$ cat config.mk
export PLATFORM = sky130hd
export DESIGN_NAME = nfca_regs
export DESIGN_NICKNAME = d
export VERILOG_FILES = /design/src/hw/nfca_pkg.sv /design/src/hw/nfca_regs.sv /design/src/hw/nfca_tx_serializer.sv
export SDC_FILE = /design/constraint.sdc
export NUM_CORES = 1
export LEC_CHECK = 0
export BUFFER_PORTS_ARGS = -buffer_cell sky130_fd_sc_hd__buf_2
export CORE_MARGIN = 1.5
export CORE_UTILIZATION = 45
export DETAILED_ROUTE_END_ITERATION = 16
export GPL_ROUTABILITY_DRIVEN = 0
export PLACE_DENSITY = 0.73
export SETUP_SLACK_MARGIN = 0.4
export SLEW_MARGIN = 15
export SYNTH_ARGS = -nofsm -noshare
export SYNTH_HDL_FRONTEND = slang
export SYNTH_HIERARCHICAL = 1
export SYNTH_SLANG_ARGS = --single-unit
$ cat constraint.sdc
create_clock -name pclk -period 2 [get_ports pclk]
set_input_delay 0.1 -clock pclk [delete_from_list [all_inputs] [get_ports pclk]]
set_output_delay 0.1 -clock pclk [all_outputs]
set_load 0.01 [all_outputs]
$ cat src/hw/nfca_pkg.sv
package nfca_pkg;

  // ---------------------------------------------------------------
  // Register indices and byte addresses
  // ---------------------------------------------------------------
  localparam logic [7:0] IDX_COLL = 8'h20;
  localparam logic [7:0] IDX_LISTEN = 8'h21;
  localparam logic [7:0] IDX_TXLEN_HI = 8'h22;
  localparam logic [7:0] IDX_TXLEN_LO = 8'h23;
  localparam logic [7:0] IDX_CTRL = 8'h30;
  localparam logic [7:0] IDX_STAT = 8'h31;

  localparam logic [11:0] ADDR_COLL = {2'b00, IDX_COLL, 2'b00};
  localparam logic [11:0] ADDR_LISTEN = {2'b00, IDX_LISTEN, 2'b00};
  localparam logic [11:0] ADDR_TXLEN_HI = {2'b00, IDX_TXLEN_HI, 2'b00};
  localparam logic [11:0] ADDR_TXLEN_LO = {2'b00, IDX_TXLEN_LO, 2'b00};
  localparam logic [11:0] ADDR_CTRL = {2'b00, IDX_CTRL, 2'b00};
  localparam logic [11:0] ADDR_STAT = {2'b00, IDX_STAT, 2'b00};

  // ---------------------------------------------------------------
  // Field positions
  // ---------------------------------------------------------------
  localparam int COLL_BYTE_LSB = 4;
  localparam int COLL_BIT_LSB = 1;
  localparam int COLL_PB_POS = 0;
  localparam int NTX_LO_LSB = 3;
  localparam int CTRL_ANCTL_POS = 0;
  localparam int CTRL_ACMODE_POS = 1;
  localparam int STAT_INVALID_POS = 0;
  localparam int STAT_TXBUSY_POS = 1;

  // ---------------------------------------------------------------
  // Reset values
  // ---------------------------------------------------------------
  localparam logic [7:0] RST_TXLEN_HI = 8'h00;
  localparam logic [7:0] RST_TXLEN_LO = 8'h00;
  localparam logic [7:0] RST_COLL = 8'h00;
  localparam logic [1:0] RST_CTRL = 2'h0;

  // ---------------------------------------------------------------
  // Timing
  // ---------------------------------------------------------------
  localparam int CLK_PERIOD_NS = 20;
  localparam int TX_BIT_NS = 9440;
  localparam int TX_BIT_CYC = TX_BIT_NS / CLK_PERIOD_NS;

  // ---------------------------------------------------------------
  // Types
  // ---------------------------------------------------------------
  typedef enum logic [3:0] {
    NFCA_POWER_OFF = 4'h0,
    NFCA_IDLE = 4'h1,
    NFCA_READY_L1 = 4'h2,
    NFCA_READY_L2 = 4'h3,
    NFCA_ACTIVE = 4'h5,
    NFCA_HALT = 4'h9,
    NFCA_READY_L1S = 4'ha,
    NFCA_READY_L2S = 4'hb,
    NFCA_ACTIVES = 4'hd
  } nfca_listen_t;

  typedef struct packed {
    logic frame_end;
    logic anticoll;
    logic collision;
    logic [3:0] coll_byte;
    logic [2:0] coll_bit;
    logic coll_in_parity;
    logic framing_err;
  } nfca_rx_evt_t;

  typedef struct packed {
    logic valid;
    logic data;
    logic is_parity;
    logic last;
  } nfca_tx_bit_t;

endpackage

$ cat src/hw/nfca_regs.sv
// Our own choice: register access over APB.
`timescale 1ns/1ps
module nfca_regs
  import nfca_pkg::*;
(
  input wire logic pclk,
  input wire logic presetn,
  input wire logic psel,
  input wire logic penable,
  input wire logic pwrite,
  input wire logic [11:0] paddr,
  input wire logic [31:0] pwdata,
  output logic [31:0] prdata,
  output logic pready,
  output logic pslverr,
  input nfca_rx_evt_t rx_evt,
  input wire logic [3:0] listen_state,
  input wire logic short_cmd_req,
  input wire logic tx_start,
  input wire logic [7:0] tx_byte,
  input wire logic tx_byte_valid,
  output logic tx_byte_ready,
  output nfca_tx_bit_t tx_bit,
  output logic hard_framing_error_irq,
  output logic parity_error_irq
);

  // ---------------------------------------------------------------
  // Decoding
  // ---------------------------------------------------------------
  function automatic logic [2:0] nfca_decode(input logic [11:0] addr);
    logic [2:0] sel;
    sel = 3'h7;
    unique case (addr)
      ADDR_COLL: sel = 3'h0;
      ADDR_LISTEN: sel = 3'h1;
      ADDR_TXLEN_HI: sel = 3'h2;
      ADDR_TXLEN_LO: sel = 3'h3;
      ADDR_CTRL: sel = 3'h4;
      ADDR_STAT: sel = 3'h5;
      default: sel = 3'h7;
    endcase
    return sel;
  endfunction

  // Byte-wide registers share one read layout
  function automatic logic [31:0] nfca_word8(input logic [7:0] val);
    return {24'h0, val};
  endfunction

  logic [7:0] txlen_hi;
  logic [7:0] txlen_lo;
  logic [1:0] ctrl;
  logic [7:0] coll_reg;
  logic fields_invalid;
  logic pend_valid;
  logic [3:0] pend_byte;
  logic [2:0] pend_bit;
  logic pend_pb;
  logic pend_ferr;
  logic tx_busy;
  logic [31:0] next_prdata;

  wire [2:0] reg_sel = nfca_decode(paddr);
  wire setup = psel && !penable;
  wire access = psel && penable;
  wire wr_en = access && pwrite && pready;
  wire mapped = (reg_sel != 3'h7);

  wire anctl = ctrl[CTRL_ANCTL_POS];
  wire acmode = ctrl[CTRL_ACMODE_POS];
  // High byte holds the most significant part of the count
  wire [4:0] tx_count_lo = txlen_lo[7:NTX_LO_LSB];
  wire [12:0] tx_count = {txlen_hi, tx_count_lo};
  wire [2:0] tx_extra = txlen_lo[NTX_LO_LSB-1:0];

  // ---------------------------------------------------------------
  // APB slave
  // ---------------------------------------------------------------
  // Zero wait states: read data is captured in setup
  assign pready = 1'b1;

  // ---------------------------------------------------------------
  // Register select
  // ---------------------------------------------------------------
  // One hit line per register keeps read mux and write strobes aligned
  wire hit_coll = (reg_sel == 3'h0);
  wire hit_listen = (reg_sel == 3'h1);
  wire hit_txlen_hi = (reg_sel == 3'h2);
  wire hit_txlen_lo = (reg_sel == 3'h3);
  wire hit_ctrl = (reg_sel == 3'h4);
  wire hit_stat = (reg_sel == 3'h5);

  // ---------------------------------------------------------------
  // Read words
  // ---------------------------------------------------------------
  // Unused upper bits of every word read as zero
  wire [31:0] word_coll = nfca_word8(coll_reg);
  wire [31:0] word_listen = {28'h0, listen_state};
  wire [31:0] word_txlen_hi = nfca_word8(txlen_hi);
  wire [31:0] word_txlen_lo = nfca_word8(txlen_lo);
  wire [31:0] word_ctrl = {30'h0, ctrl};
  wire [31:0] word_stat = {30'h0, tx_busy, fields_invalid};

  // Unmapped addresses read zero
  assign next_prdata = hit_coll ? word_coll :
                       hit_listen ? word_listen :
                       hit_txlen_hi ? word_txlen_hi :
                       hit_txlen_lo ? word_txlen_lo :
                       hit_ctrl ? word_ctrl :
                       hit_stat ? word_stat :
                       32'h0000_0000;

  always_ff @(posedge pclk or negedge presetn) begin
    if (!presetn) begin
      prdata <= 32'h0000_0000;
      pslverr <= 1'b0;
    end else if (setup) begin
      prdata <= pwrite ? 32'h0000_0000 : next_prdata;
      pslverr <= !mapped;
    end
  end

  // ---------------------------------------------------------------
  // Writable registers
  // ---------------------------------------------------------------
  // Writes to read-only addresses are ignored but not flagged
  wire wr_txlen_hi = wr_en && hit_txlen_hi;
  wire wr_txlen_lo = wr_en && hit_txlen_lo;
  wire wr_ctrl = wr_en && hit_ctrl;

  always_ff @(posedge pclk or negedge presetn) begin
    if (!presetn) begin
      txlen_hi <= RST_TXLEN_HI;
    end else if (wr_txlen_hi) begin
      txlen_hi <= pwdata[7:0];
    end
  end

  // Low byte also carries the extra-bit field
  always_ff @(posedge pclk or negedge presetn) begin
    if (!presetn) begin
      txlen_lo <= RST_TXLEN_LO;
    end else if (wr_txlen_lo) begin
      txlen_lo <= pwdata[7:0];
    end
  end

  always_ff @(posedge pclk or negedge presetn) begin
    if (!presetn) begin
      ctrl <= RST_CTRL;
    end else if (wr_ctrl) begin
      ctrl <= pwdata[1:0];
    end
  end

  // ---------------------------------------------------------------
  // Collision capture
  // ---------------------------------------------------------------
  // First collision of the frame is held until the frame ends
  wire rx_end = rx_evt.frame_end;
  wire rx_coll = rx_evt.collision;
  wire rx_ferr = rx_evt.framing_err;
  wire first_coll = rx_coll && !pend_valid;
  wire capture = first_coll && !rx_end;
  wire commit = rx_end && rx_evt.anticoll;
  wire any_coll = pend_valid || rx_coll;
  wire [3:0] use_byte = pend_valid ? pend_byte : rx_evt.coll_byte;
  wire [2:0] use_bit = pend_valid ? pend_bit : rx_evt.coll_bit;
  wire use_pb = pend_valid ? pend_pb : rx_evt.coll_in_parity;
  wire frame_ferr = pend_ferr || rx_ferr;

  always_ff @(posedge pclk or negedge presetn) begin
    if (!presetn) begin
      pend_valid <= 1'b0;
    end else if (rx_end) begin
      pend_valid <= 1'b0;
    end else if (first_coll) begin
      pend_valid <= 1'b1;
    end
  end

  // Later collisions of the same frame must not move the position
  always_ff @(posedge pclk or negedge presetn) begin
    if (!presetn) begin
      pend_byte <= 4'h0;
      pend_bit <= 3'h0;
      pend_pb <= 1'b0;
    end else if (capture) begin
      pend_byte <= rx_evt.coll_byte;
      pend_bit <= rx_evt.coll_bit;
      pend_pb <= rx_evt.coll_in_parity;
    end
  end

  always_ff @(posedge pclk or negedge presetn) begin
    if (!presetn) begin
      pend_ferr <= 1'b0;
    end else if (rx_end) begin
      pend_ferr <= 1'b0;
    end else if (rx_ferr) begin
      pend_ferr <= 1'b1;
    end
  end

  // ---------------------------------------------------------------
  // Collision commit
  // ---------------------------------------------------------------
  // An anticollision frame with no collision commits all-zero fields
  wire [3:0] next_coll_byte = any_coll ? use_byte : 4'h0;
  wire [2:0] next_coll_bit = any_coll ? use_bit : 3'h0;
  wire next_coll_pb = any_coll && use_pb;

  // One write of all three fields keeps host reads coherent
  always_ff @(posedge pclk or negedge presetn) begin
    if (!presetn) begin
      coll_reg <= RST_COLL;
    end else if (commit) begin
      coll_reg[7:COLL_BYTE_LSB] <= next_coll_byte;
      coll_reg[COLL_BYTE_LSB-1:COLL_BIT_LSB] <= next_coll_bit;
      coll_reg[COLL_PB_POS] <= next_coll_pb;
    end
  end

  // ---------------------------------------------------------------
  // Invalid marker
  // ---------------------------------------------------------------
  // Set wins: an error in the committing cycle still marks the fields
  always_ff @(posedge pclk or negedge presetn) begin
    if (!presetn) begin
      fields_invalid <= 1'b0;
    end else if (rx_ferr || commit) begin
      fields_invalid <= frame_ferr;
    end
  end

  // ---------------------------------------------------------------
  // Event outputs
  // ---------------------------------------------------------------
  wire card_idle = (listen_state == NFCA_IDLE);
  wire split_set = (tx_extra != 3'h0);
  wire short_bad = short_cmd_req && anctl && card_idle && split_set;

  always_ff @(posedge pclk or negedge presetn) begin
    if (!presetn) begin
      hard_framing_error_irq <= 1'b0;
    end else begin
      hard_framing_error_irq <= rx_ferr;
    end
  end

  // ---------------------------------------------------------------
  // Parity error event
  // ---------------------------------------------------------------
  // Pulse only: the short command itself is not held back
  always_ff @(posedge pclk or negedge presetn) begin
    if (!presetn) begin
      parity_error_irq <= 1'b0;
    end else begin
      parity_error_irq <= short_bad;
    end
  end

  // ---------------------------------------------------------------
  // Transmit length and serializer
  // ---------------------------------------------------------------
  // Full bytes lose parity only in anticollision mode with a split last byte
  wire tx_no_par = acmode && (tx_extra != 3'h0);

  nfca_tx_serializer u_tx (
    .pclk(pclk),
    .presetn(presetn),
    .start(tx_start),
    .byte_count(tx_count),
    .extra_bits(tx_extra),
    .no_parity(tx_no_par),
    .in_data(tx_byte),
    .in_valid(tx_byte_valid),
    .in_ready(tx_byte_ready),
    .bit_out(tx_bit),
    .busy(tx_busy)
  );

endmodule

$ cat src/hw/nfca_tx_serializer.sv
`timescale 1ns/1ps
module nfca_tx_serializer
  import nfca_pkg::*;
(
  input wire logic pclk,
  input wire logic presetn,
  input wire logic start,
  input wire logic [12:0] byte_count,
  input wire logic [2:0] extra_bits,
  input wire logic no_parity,
  input wire logic [7:0] in_data,
  input wire logic in_valid,
  output logic in_ready,
  output nfca_tx_bit_t bit_out,
  output logic busy
);

  typedef enum logic [1:0] {
    NFCA_TX_IDLE = 2'b00,
    NFCA_TX_LOAD = 2'b01,
    NFCA_TX_DATA = 2'b11,
    NFCA_TX_PAR = 2'b10
  } nfca_tx_state_t;

  localparam logic [9:0] TICK_LAST = 10'(TX_BIT_CYC - 1);

  nfca_tx_state_t state;
  logic [9:0] tick_cnt;
  logic [12:0] bytes_left;
  logic [7:0] shreg;
  logic [3:0] bits_left;
  logic partial;
  logic par_acc;

  // ---------------------------------------------------------------
  // Bit clock enable
  // ---------------------------------------------------------------
  wire bit_tick = (tick_cnt == TICK_LAST);
  wire in_bits = (state == NFCA_TX_DATA) || (state == NFCA_TX_PAR);
  wire [12:0] bytes_after = bytes_left - 13'h0001;
  wire more_after = (bytes_after != 13'h0000) || (extra_bits != 3'h0);
  wire last_data = (bits_left == 4'h1);
  wire start_ok = start && ((byte_count != 13'h0000) || (extra_bits != 3'h0));
  wire tx_last = (state == NFCA_TX_PAR && !more_after) ||
                 (state == NFCA_TX_DATA && last_data &&
                  (partial || (no_parity && !more_after)));

  assign in_ready = (state == NFCA_TX_LOAD);
  assign busy = (state != NFCA_TX_IDLE);

  always_ff @(posedge pclk or negedge presetn) begin
    if (!presetn) begin
      tick_cnt <= 10'h000;
    end else if (!in_bits || bit_tick) begin
      tick_cnt <= 10'h000;
    end else begin
      tick_cnt <= tick_cnt + 10'h001;
    end
  end

  // ---------------------------------------------------------------
  // Frame sequencer
  // ---------------------------------------------------------------
  always_ff @(posedge pclk or negedge presetn) begin
    if (!presetn) begin
      state <= NFCA_TX_IDLE;
      bytes_left <= 13'h0000;
      shreg <= 8'h00;
      bits_left <= 4'h0;
      partial <= 1'b0;
      par_acc <= 1'b1;
    end else begin
      unique case (state)
        NFCA_TX_IDLE: begin
          if (start_ok) begin
            bytes_left <= byte_count;
            state <= NFCA_TX_LOAD;
          end
        end
        NFCA_TX_LOAD: begin
          if (in_valid) begin
            shreg <= in_data;
            par_acc <= 1'b1;
            // Trailing partial byte uses only its low bits
            partial <= (bytes_left == 13'h0000);
            bits_left <= (bytes_left == 13'h0000) ? {1'b0, extra_bits} : 4'h8;
            state <= NFCA_TX_DATA;
          end
        end
        NFCA_TX_DATA: begin
          if (bit_tick) begin
            shreg <= {1'b0, shreg[7:1]};
            par_acc <= par_acc ^ shreg[0];
            bits_left <= bits_left - 4'h1;
            if (last_data) begin
              if (partial) begin
                state <= NFCA_TX_IDLE;
              end else if (no_parity) begin
                bytes_left <= bytes_after;
                state <= more_after ? NFCA_TX_LOAD : NFCA_TX_IDLE;
              end else begin
                state <= NFCA_TX_PAR;
              end
            end
          end
        end
        NFCA_TX_PAR: begin
          if (bit_tick) begin
            bytes_left <= bytes_after;
            state <= more_after ? NFCA_TX_LOAD : NFCA_TX_IDLE;
          end
        end
      endcase
    end
  end

  // ---------------------------------------------------------------
  // Registered bit output
  // ---------------------------------------------------------------
  always_ff @(posedge pclk or negedge presetn) begin
    if (!presetn) begin
      bit_out <= '0;
    end else begin
      bit_out.valid <= in_bits && bit_tick;
      bit_out.data <= (state == NFCA_TX_PAR) ? par_acc : shreg[0];
      bit_out.is_parity <= (state == NFCA_TX_PAR);
      bit_out.last <= in_bits && bit_tick && tx_last;
    end
  end

endmodule

# Word-level counts from Yosys, hierarchy flattened
# Cells that the tools add are included.
[word_totals]
ff_bits = 115
output_inout_bits = 41
[op_classes]
n_bitwise = 1
muxes = 45
eq_ne = 25
reduce_logical = 51
n_addsub = 3
[op_table]
columns = ["cell", "n"]
rows = [
  ["13-bit 2-to-1 mux", 6],
  ["12-bit by 8-bit == test with 1-bit output (second input constant)", 6],
  ["8-bit 2-to-1 mux", 7],
  ["13-bit one-hot mux with 3 select lines", 1],
  ["13-bit nonzero test", 2],
  ["1-bit logical AND", 21],
  ["4-bit 2-to-1 mux", 5],
  ["2-bit 2-to-1 mux", 9],
  ["3-bit one-hot mux with 6 select lines", 1],
  ["8-bit one-hot mux with 2 select lines", 1],
  ["13-bit zero test", 1],
  ["13-bit by 1-bit subtractor with 13-bit output (second input constant)", 1],
  ["10-bit by 1-bit adder with 10-bit output (second input constant)", 1],
  ["10-bit by 9-bit == test with 1-bit output (second input constant)", 1],
  ["10-bit 2-to-1 mux", 1],
  ["2-bit by 1-bit inequality test with 1-bit output (second input constant)", 5],
  ["1-bit logical OR", 9],
  ["1-bit 2-to-1 mux", 9],
  ["4-bit by 1-bit == test with 1-bit output (second input constant)", 2],
  ["2-bit one-hot mux with 4 select lines", 1],
  ["4-bit one-hot mux with 2 select lines", 1],
  ["2-bit nonzero test", 4],
  ["7-bit AND reduction", 1],
  ["3-bit by 2-bit == test with 1-bit output (second input constant)", 2],
  ["other kinds (17)", 27],
]

# Longest topological paths before layout
# Gate-level depths: netlist of the first run.
[depth]
word_depth = 10
ltp_mapped = 9
ltp_nobuf = 8

# Hierarchy
# The synthesis of the first run kept the hierarchy.
[by_module_without_submodules]
columns = ["module", "area_each_um2", "n_inst", "seq_area_each_um2", "cells_each"]
rows = [
  ["nfca_tx_serializer", 2652.5, 1, 1077.3, 306],
  ["nfca_regs", 2472.4, 1, 1201.2, 211],
]

# Worst setup path before layout of the first run
# No wires, ideal clock.
[synth_path]
path_type = "register to register"
startpoint = "register u_tx.bits_left[1]"
endpoint = "register u_tx.bytes_left[7]"
arrival_ps = 1986
slack_ps = -125
path_stages_with_launch = 9
period_less_slack_ps = 2125
path_buffers = 0
required_time_ps = 1861
cell_sequence = "dfrtp_1 > inv_1 > ha_1 > or3b_2 > o21ai_0 > and3_1 > nand2_1 > o311ai_0 > o21ai_0"
[synth_via]
elab_chain_len = 3
[synth_lines]
columns = ["item", "line_no", "rtl"]
rows = [
  ["from (decl)", "nfca_tx_serializer.sv:31", "logic [3:0] bits_left;"],
  ["from (signal assigned)", "nfca_tx_serializer.sv:86", "bits_left <= (bytes_left == 13'h0000) ? {1'b0, extra_bits} : 4'h8;"],
  ["from (signal assigned)", "nfca_tx_serializer.sv:94", "bits_left <= bits_left - 4'h1;"],
  ["4-bit by 1-bit == test with 1-bit output", "nfca_tx_serializer.sv:42", "wire last_data = (bits_left == 4'h1);"],
  ["2-bit by 1-bit inequality test with 1-bit output (no line)", "--", ""],
  ["7-bit AND reduction (no line)", "--", ""],
  ["to (signal assigned)", "nfca_tx_serializer.sv:76", "bytes_left <= byte_count;"],
  ["to (signal assigned)", "nfca_tx_serializer.sv:99", "bytes_left <= bytes_after;"],
  ["to (signal assigned)", "nfca_tx_serializer.sv:109", "bytes_left <= bytes_after;"],
  ["to (decl)", "nfca_tx_serializer.sv:29", "logic [12:0] bytes_left;"],
]
# No other way between the ends.
# A chain may end at the register's enable or synchronous reset.

# Worst setup path after layout of the first run
[layout_path]
startpoint = "register u_tx.bytes_left[5]"
endpoint = "register u_tx.bits_left[2]"
[layout_via]
elab_chain_len = 4
[layout_lines]
columns = ["item", "line_no", "rtl"]
rows = [
  ["13-bit zero test", "nfca_tx_serializer.sv:86", ""],
  ["4-bit 2-to-1 mux", "nfca_tx_serializer.sv:86", ""],
  ["4-bit 2-to-1 mux", "nfca_tx_serializer.sv:81", "if (in_valid) begin"],
  ["4-bit one-hot mux with 2 select lines", "nfca_tx_serializer.sv:73", "unique case (state)"],
]
# No other way between the ends. The select of a mux whose other input is x is not followed.

==> impl_metrics.yaml, run 1 <==
setup_path:
  crit_type: "reg2reg"
  crit_fanout: 5
  critPathCaptureType: "register"
  start_kind: "register"
  critPathBufInv: 0
  crit_path_frequent_cell: "or4_4"
  max_stage_delay_ps: 580
  ff2ff_setup_slack_ps: -110
  cp_slowest_cell: "or4_4"
  crit_required_ps: 2260
  crit_chain: "or4_4 -> or4_4 -> nor3_4 -> a31oi_1 -> a22oi_2"
  arrival_ps: 2370
  crit_family: "simple AND/OR/NAND/NOR gates"
global_route:
  grt_pass1_vias: 4498
  grt-ovfl-total: 0
  grt_pass1_wl_microns: 21700
  antenna_found_initial: 0
  grt_max_degree: 39
  track_usage_pct: 23.3
floorplanning:
  io_pins: 117
  start_util_pct: 46.7
  die_area_sq_um: 12000
  coreArea_sq_um: 11000
  die_y_microns: 110
  rows: 38
  die_w_microns: 110
layout:
  largest_reg_flops: 13
  top_regs: "u_tx/bytes_left: 13 flops, u_tx/tick_cnt: 10 flops"
  postLayoutCoreUtil_pct: 62.0
  diodes: 0
  regMostFlops: "u_tx/bytes_left"
  nets: 731
  drive_above_1_share_pct: 40.7
  syn2layout_area_growth_pct: 32.8
synthesis:
  synth-main-ff-cell: "dfrtp_1"
  synth_edf_count: 0
  netlist_top_cells_area: "dfrtp_1 44%, mux2_2 6.2%, nor2_1 4.0%"
  synthTopCellsByCount: "90 x dfrtp_1, 55 x nor2_1, 37 x nand2_1"
  synth_most_common_cell: "dfrtp_1"
  synth_top_area_share_pct: 43.9
  netlist_instances: 517
  ys_seq_area_share_pct: 44.5
  synth_cell_types: 71
  yosys_warnings: 6
  synth_top_area_cell: "dfrtp_1"
  synthArstFlopShare_pct: 100
  synth_area_sq_um: 5120
  synth_area_per_cell_sq_um: 9.91
  synth_seq_cells: 91
timing:
  relSlewSlack_pct: 61.1
  timing.fmax_mhz: 474
  final_hold_viol_count: 0
  fin_hold_ws_ps: 4.34
  period_share_pct: 105
  layout_setup_ws_ps: -109
  fin_crit_ps: 2110
  rsz0062_at_grt: "true"
  slew_viol_final: 0
  worst_pin_slew_ps: 584
  tns_ps: -699
  finClkSkew_ps: 9.02
  setup_viol: 15
pwr:
  ir_drop_v: 0.000668
  leakagePower_nw: 3.19
  power_density_nw_per_um2: 599
  finalPower_mw: 4.08
run:
  maxCapViolations: 0
place:
  dp_hpwl_microns: 9430
  dp_slack_ps: -103
  portBuffers: 67
clock_tree:
  clk_path_buf_depth: 2
  clock_sinks: 91
  insertion_delay_ps: 340
  clkSlewWorstSetupHoldPaths_ps: 70
  htree_num_levels: 3
  cts_buffers: 9
  cts_tree: "done"
  root_buffer: "clkbuf_16"
detailed_routing:
  antenna_left: 0
  drcViolationCount: 0
  via_per_inst: 5.72
  firstDrtPassIters: 5
  wl_per_cell_microns: 17.3
  routed_wl_microns: 13800
  vias: 4538
  drt_iter0_drc: 328
worst_hold_path:
  hold_class: "in2reg"
outcome:
  violations: "negative setup slack"
  status: "complete, but fails checks"
final timing paths:
kind,from,end,depth (start not counted)
max,u_tx/bytes_left[5]$_DFFE_PN0P_,u_tx/bits_left[2]$_DFFE_PN0P_,5
min,pwdata[5],txlen_lo[5]$_DFFE_PN0P_,2
max reg2reg,u_tx/bytes_left[5]$_DFFE_PN0P_,u_tx/bits_left[2]$_DFFE_PN0P_,5
min reg2reg,prdata[1]$_DFFE_PN0P_,prdata[1]$_DFFE_PN0P_,2
max in group asynchronous,presetn,u_tx/bytes_left[5]$_DFFE_PN0P_,3
min in group asynchronous,presetn,u_tx/tick_cnt[7]$_DFF_PN0_,2
kinds of logic (layout without fill, tap and decap cells):
group | after synthesis | in the layout | share of synthesized area (%)
other | 2 | 25 | 0.147
buffers and inverters | 65 | 179 | 7.64
AOI/OAI and AO/OA | 112 | 112 | 14.3
DFF | 91 | 91 | 44.5
and+or+nand+nor | 181 | 181 | 19.0
muxes | 54 | 54 | 12.0
adders and majority gates | 5 | 5 | 1.22
xor gates and xnor gates | 7 | 7 | 1.20
per-layer routing:
metal / up-vias / GRT usage [%] / wire length, microns
li1: 2084 / - / -
met1: 2234 / 26.7 / 5400
met2: 178 / 42.3 / 7240
met3: 42 / 4.98 / 785
met4: 0 / 8.53 / 351
met5: - / 0 / 0
worst reg2reg max path, stage by stage, from the launching register on:
cell and delay [ps]:
dfrtp_1 390, or4_4 580, or4_4 460, nor3_4 240, a31oi_1 160, a22oi_2 200
power by group:
group          leakage, nW  switching [mW]  total (mW)  internal (mW)
logic                 1.92           0.160       0.296          0.136
clock network        0.155           0.714        1.84           1.13
registers             1.12          0.0359        1.94           1.90
cells in the final DEF (no fill, tap or decap), drive strengths merged, types with 3 or more instances in the layout:
cell type / n
mux2i: 18
nor3: 10
mux2: 36
and2: 6
ha: 5
nor2b: 6
nand2: 38
inv: 11
o311ai: 5
or3: 6
a21oi: 34
a32oi: 3
and3: 6
xnor2: 3
a22oi: 9
dfrtp: 90
clkbuf: 10
xor2: 4
nor3b: 5
nand4: 6
dlygate4sd3: 12
nor2: 55
o31ai: 3
nand4b: 3
nand3: 12
buf: 142
conb: 25
o21ai: 23
nor4: 13
a22o: 8
a31oi: 5
o211ai: 7
metrics by stage:
stage	cells	area (sq um)
3_3_place_gp	750	5840
6_report	794	6810
5_1_grt	794	6810
3_5_place_dp	750	5840
4_1_cts	787	6610
2_1_floorplan	540	5250
repair_timing:
action,CTS,global route
pin swaps,16,15
endpoints found under the hold margin,45,0
gates resized for setup,65,33
endpoints found under the setup margin,39,39
hold buffers,12,0
buffers inserted,10,7
cell type report:
class,instances,area (sq um)
multi-input combinational,384,2890
sequential,91,2280
fill,871,4180
clock buffer,10,239
inverter,10,37.5
timing repair buffer,154,1100
clock inverter,5,85.1
tap,140,175
Power figures use the tool's default switching activity.
==> inputs of run 2 (changes only) <==
--- a/config.mk
+++ b/config.mk
@@ -10,10 +10,11 @@
 export CORE_UTILIZATION = 45
 export DETAILED_ROUTE_END_ITERATION = 16
 export GPL_ROUTABILITY_DRIVEN = 0
-export PLACE_DENSITY = 0.73
+export PLACE_DENSITY = 0.71
 export SETUP_SLACK_MARGIN = 0.4
 export SLEW_MARGIN = 15
 export SYNTH_ARGS = -nofsm -noshare
 export SYNTH_HDL_FRONTEND = slang
 export SYNTH_HIERARCHICAL = 1
 export SYNTH_SLANG_ARGS = --single-unit
+export TNS_END_PERCENT = 10
==> impl_metrics.yaml, run 2 (synthesized netlist as in run 1, its figures left out) <==
detailed_routing:
  antenna_left: 0
  wl_per_cell_microns: 16.7
  firstDrtPassIters: 5
  routed_wl_microns: 12900
  drt_iter0_drc: 259
  drt-met1-wl_microns: 5500
  highest_layer: "met4"
  wl_met2_microns: 6550
  dr_wl_met3_microns: 616
  drcViolationCount: 0
  via_per_inst: 5.59
  vias: 4336
outcome:
  status: "complete, but fails checks"
  violations: "negative setup slack"
setup_path:
  critPathBufInv: 0
  critPathCaptureType: "register"
  crit_family: "simple AND/OR/NAND/NOR gates"
  max_stage_delay_ps: 580
  crit_chain: "or4_4 -> nor4_4 -> mux2i_1 -> a211oi_2 -> a21oi_1 -> or2_1"
  crit_required_ps: 2220
  crit_type: "reg2reg"
  crit_fanout: 3
  cp_slowest_cell: "or4_4"
  start_kind: "register"
  ff2ff_setup_slack_ps: -140
  arrival_ps: 2360
pwr:
  p_seq_share_pct: 47.4
  p_sw_uw: 888
  combPwrFrac_pct: 7.2
  power.share.clock_pct: 45.5
  p_int_mw: 3.21
  p_sw_share_pct: 21.7
  power_density_nw_per_um2: 626
  leakagePower_nw: 2.97
  ir_drop_v: 0.000584
clock_tree:
  insertion_delay_ps: 340
  cts_buffers: 9
  root_buffer: "clkbuf_16"
  clk_path_buf_depth: 2
  cts_tree: "done"
  htree_num_levels: 3
  clock_sinks: 91
  clkSlewWorstSetupHoldPaths_ps: 60
timing:
  period_share_pct: 107
  relSlewSlack_pct: 61.2
  worst_pin_slew_ps: 583
  tns_ps: -350
  fin_hold_ws_ps: 9.32
  timing.fmax_mhz: 467
  slew_viol_final: 0
  setup_viol: 7
  fin_crit_ps: 2140
  finClkSkew_ps: 7.50
  rsz0062_at_grt: "true"
  layout_setup_ws_ps: -139
  final_hold_viol_count: 0
floorplanning:
  start_util_pct: 46.7
  io_pins: 117
  coreArea_sq_um: 11000
  rows: 38
  die_w_microns: 110
  die_area_sq_um: 12000
  die_y_microns: 110
place:
  dp.cells: 746
  dp_hpwl_microns: 9160
  dpl-instance-area_sq_um: 5800
  portBuffers: 67
layout:
  final_cell_mix: "88 x dfrtp_1, 66 x buf_2, 51 x buf_4"
  final_cells: 775
  top_regs: "u_tx/bytes_left: 13 flops, u_tx/tick_cnt: 10 flops"
  regMostFlops: "u_tx/bytes_left"
  diodes: 0
  syn2layout_area_growth_pct: 27.5
  largest_reg_flops: 13
  drive_above_1_share_pct: 36.7
  postLayoutCoreUtil_pct: 59.5
  stdcell_area_sq_um: 6540
  nets: 711
  layout_commonest_cell: "dfrtp_1"
global_route:
  track_usage_pct: 22.8
  grt_pass1_wl_microns: 21300
  grt-ovfl-total: 0
  grt_max_degree: 66
  grt_pass1_vias: 4376
  antenna_found_initial: 0
run:
  maxCapViolations: 0
worst_hold_path:
  hold_class: "in2reg"
run 2: changes by cell type in the layout (fill, tap and decap cells not counted), sizes merged:
| cell | change |
|---|---|
| clkinvlp | -1 |
| clkinv | -1 |
| buf | -18 |
| clkbuf | +3 |
| dlygate4sd3 | -2 |
run 2: path summary, 6_finish.rpt:
path                                                       end                            from  cells after the start
worst max-delay path                 u_tx/state[0]$_DFFE_PN0P_  u_tx/bytes_left[8]$_DFFE_PN0P_                      6
max in group asynchronous             u_tx/par_acc$_DFFE_PN1P_                         presetn                      3
worst max register to register       u_tx/state[0]$_DFFE_PN0P_  u_tx/bytes_left[8]$_DFFE_PN0P_                      6
worst min-delay path                  pend_byte[0]$_DFFE_PN0P_                       rx_evt[5]                      2
worst min register to register      fields_invalid$_DFFE_PN0P_           pend_ferr$_DFFE_PN0P_                      1
min in group asynchronous       u_tx/bytes_left[3]$_DFFE_PN0P_                         presetn                      2
run 2: power by group through the flow:
stage / Combinational, mW / Sequential (mW) / Clock, mW
finish: 0.293 / 1.94 / 1.86
global route: 0.330 / 1.94 / 1.97
CTS: 0.295 / 1.94 / 1.89
detailed placement: 0.278 / 1.97 / 0
global placement: 0.268 / 1.97 / 0
floorplan: 0.188 / 1.96 / 0
run 2: timing repair:
item | 4_1_cts | 5_1_grt
buffers inserted | 2 | 1
pin swaps | 27 | 11
gates resized for setup | 61 | 12
endpoints found under the hold margin | 36 | 0
setup endpoints to repair | 45 | 46
hold buffers | 10 | 0
run 2: final cells by class:
| cell class | instances | area [sq um] |
|---|---|---|
| clock buffers | 13 | 260 |
| clock inverters | 3 | 68.8 |
| fillers | 883 | 4450 |
| inverters | 10 | 37.5 |
| multi-input cells | 384 | 2790 |
| flip-flops and latches | 91 | 2280 |
| well taps | 140 | 175 |
| repair buffers | 134 | 922 |
run 2: per-layer routing:
metal,vias to the layer above,global-route usage (%)
li1,2053,-
met1,2127,28.9
met2,130,39.2
met3,26,4.21
met4,0,7.79
met5,-,0
run 2: worst reg2reg max path, cell delays in order, from the launching register on:
cell and delay, ps:
dfrtp_1 370, or4_4 580, nor4_4 220, mux2i_1 140
a211oi_2 340, a21oi_1 140, or2_1 230
run 2: through the flow:
stage / power (mW) / setup WS (ps)
global route: 4.24 / -191
CTS: 4.12 / -116
global placement: 2.24 / -186
finish: 4.09 / -139
floorplan: 2.15 / -42.7
detailed placement: 2.25 / -213
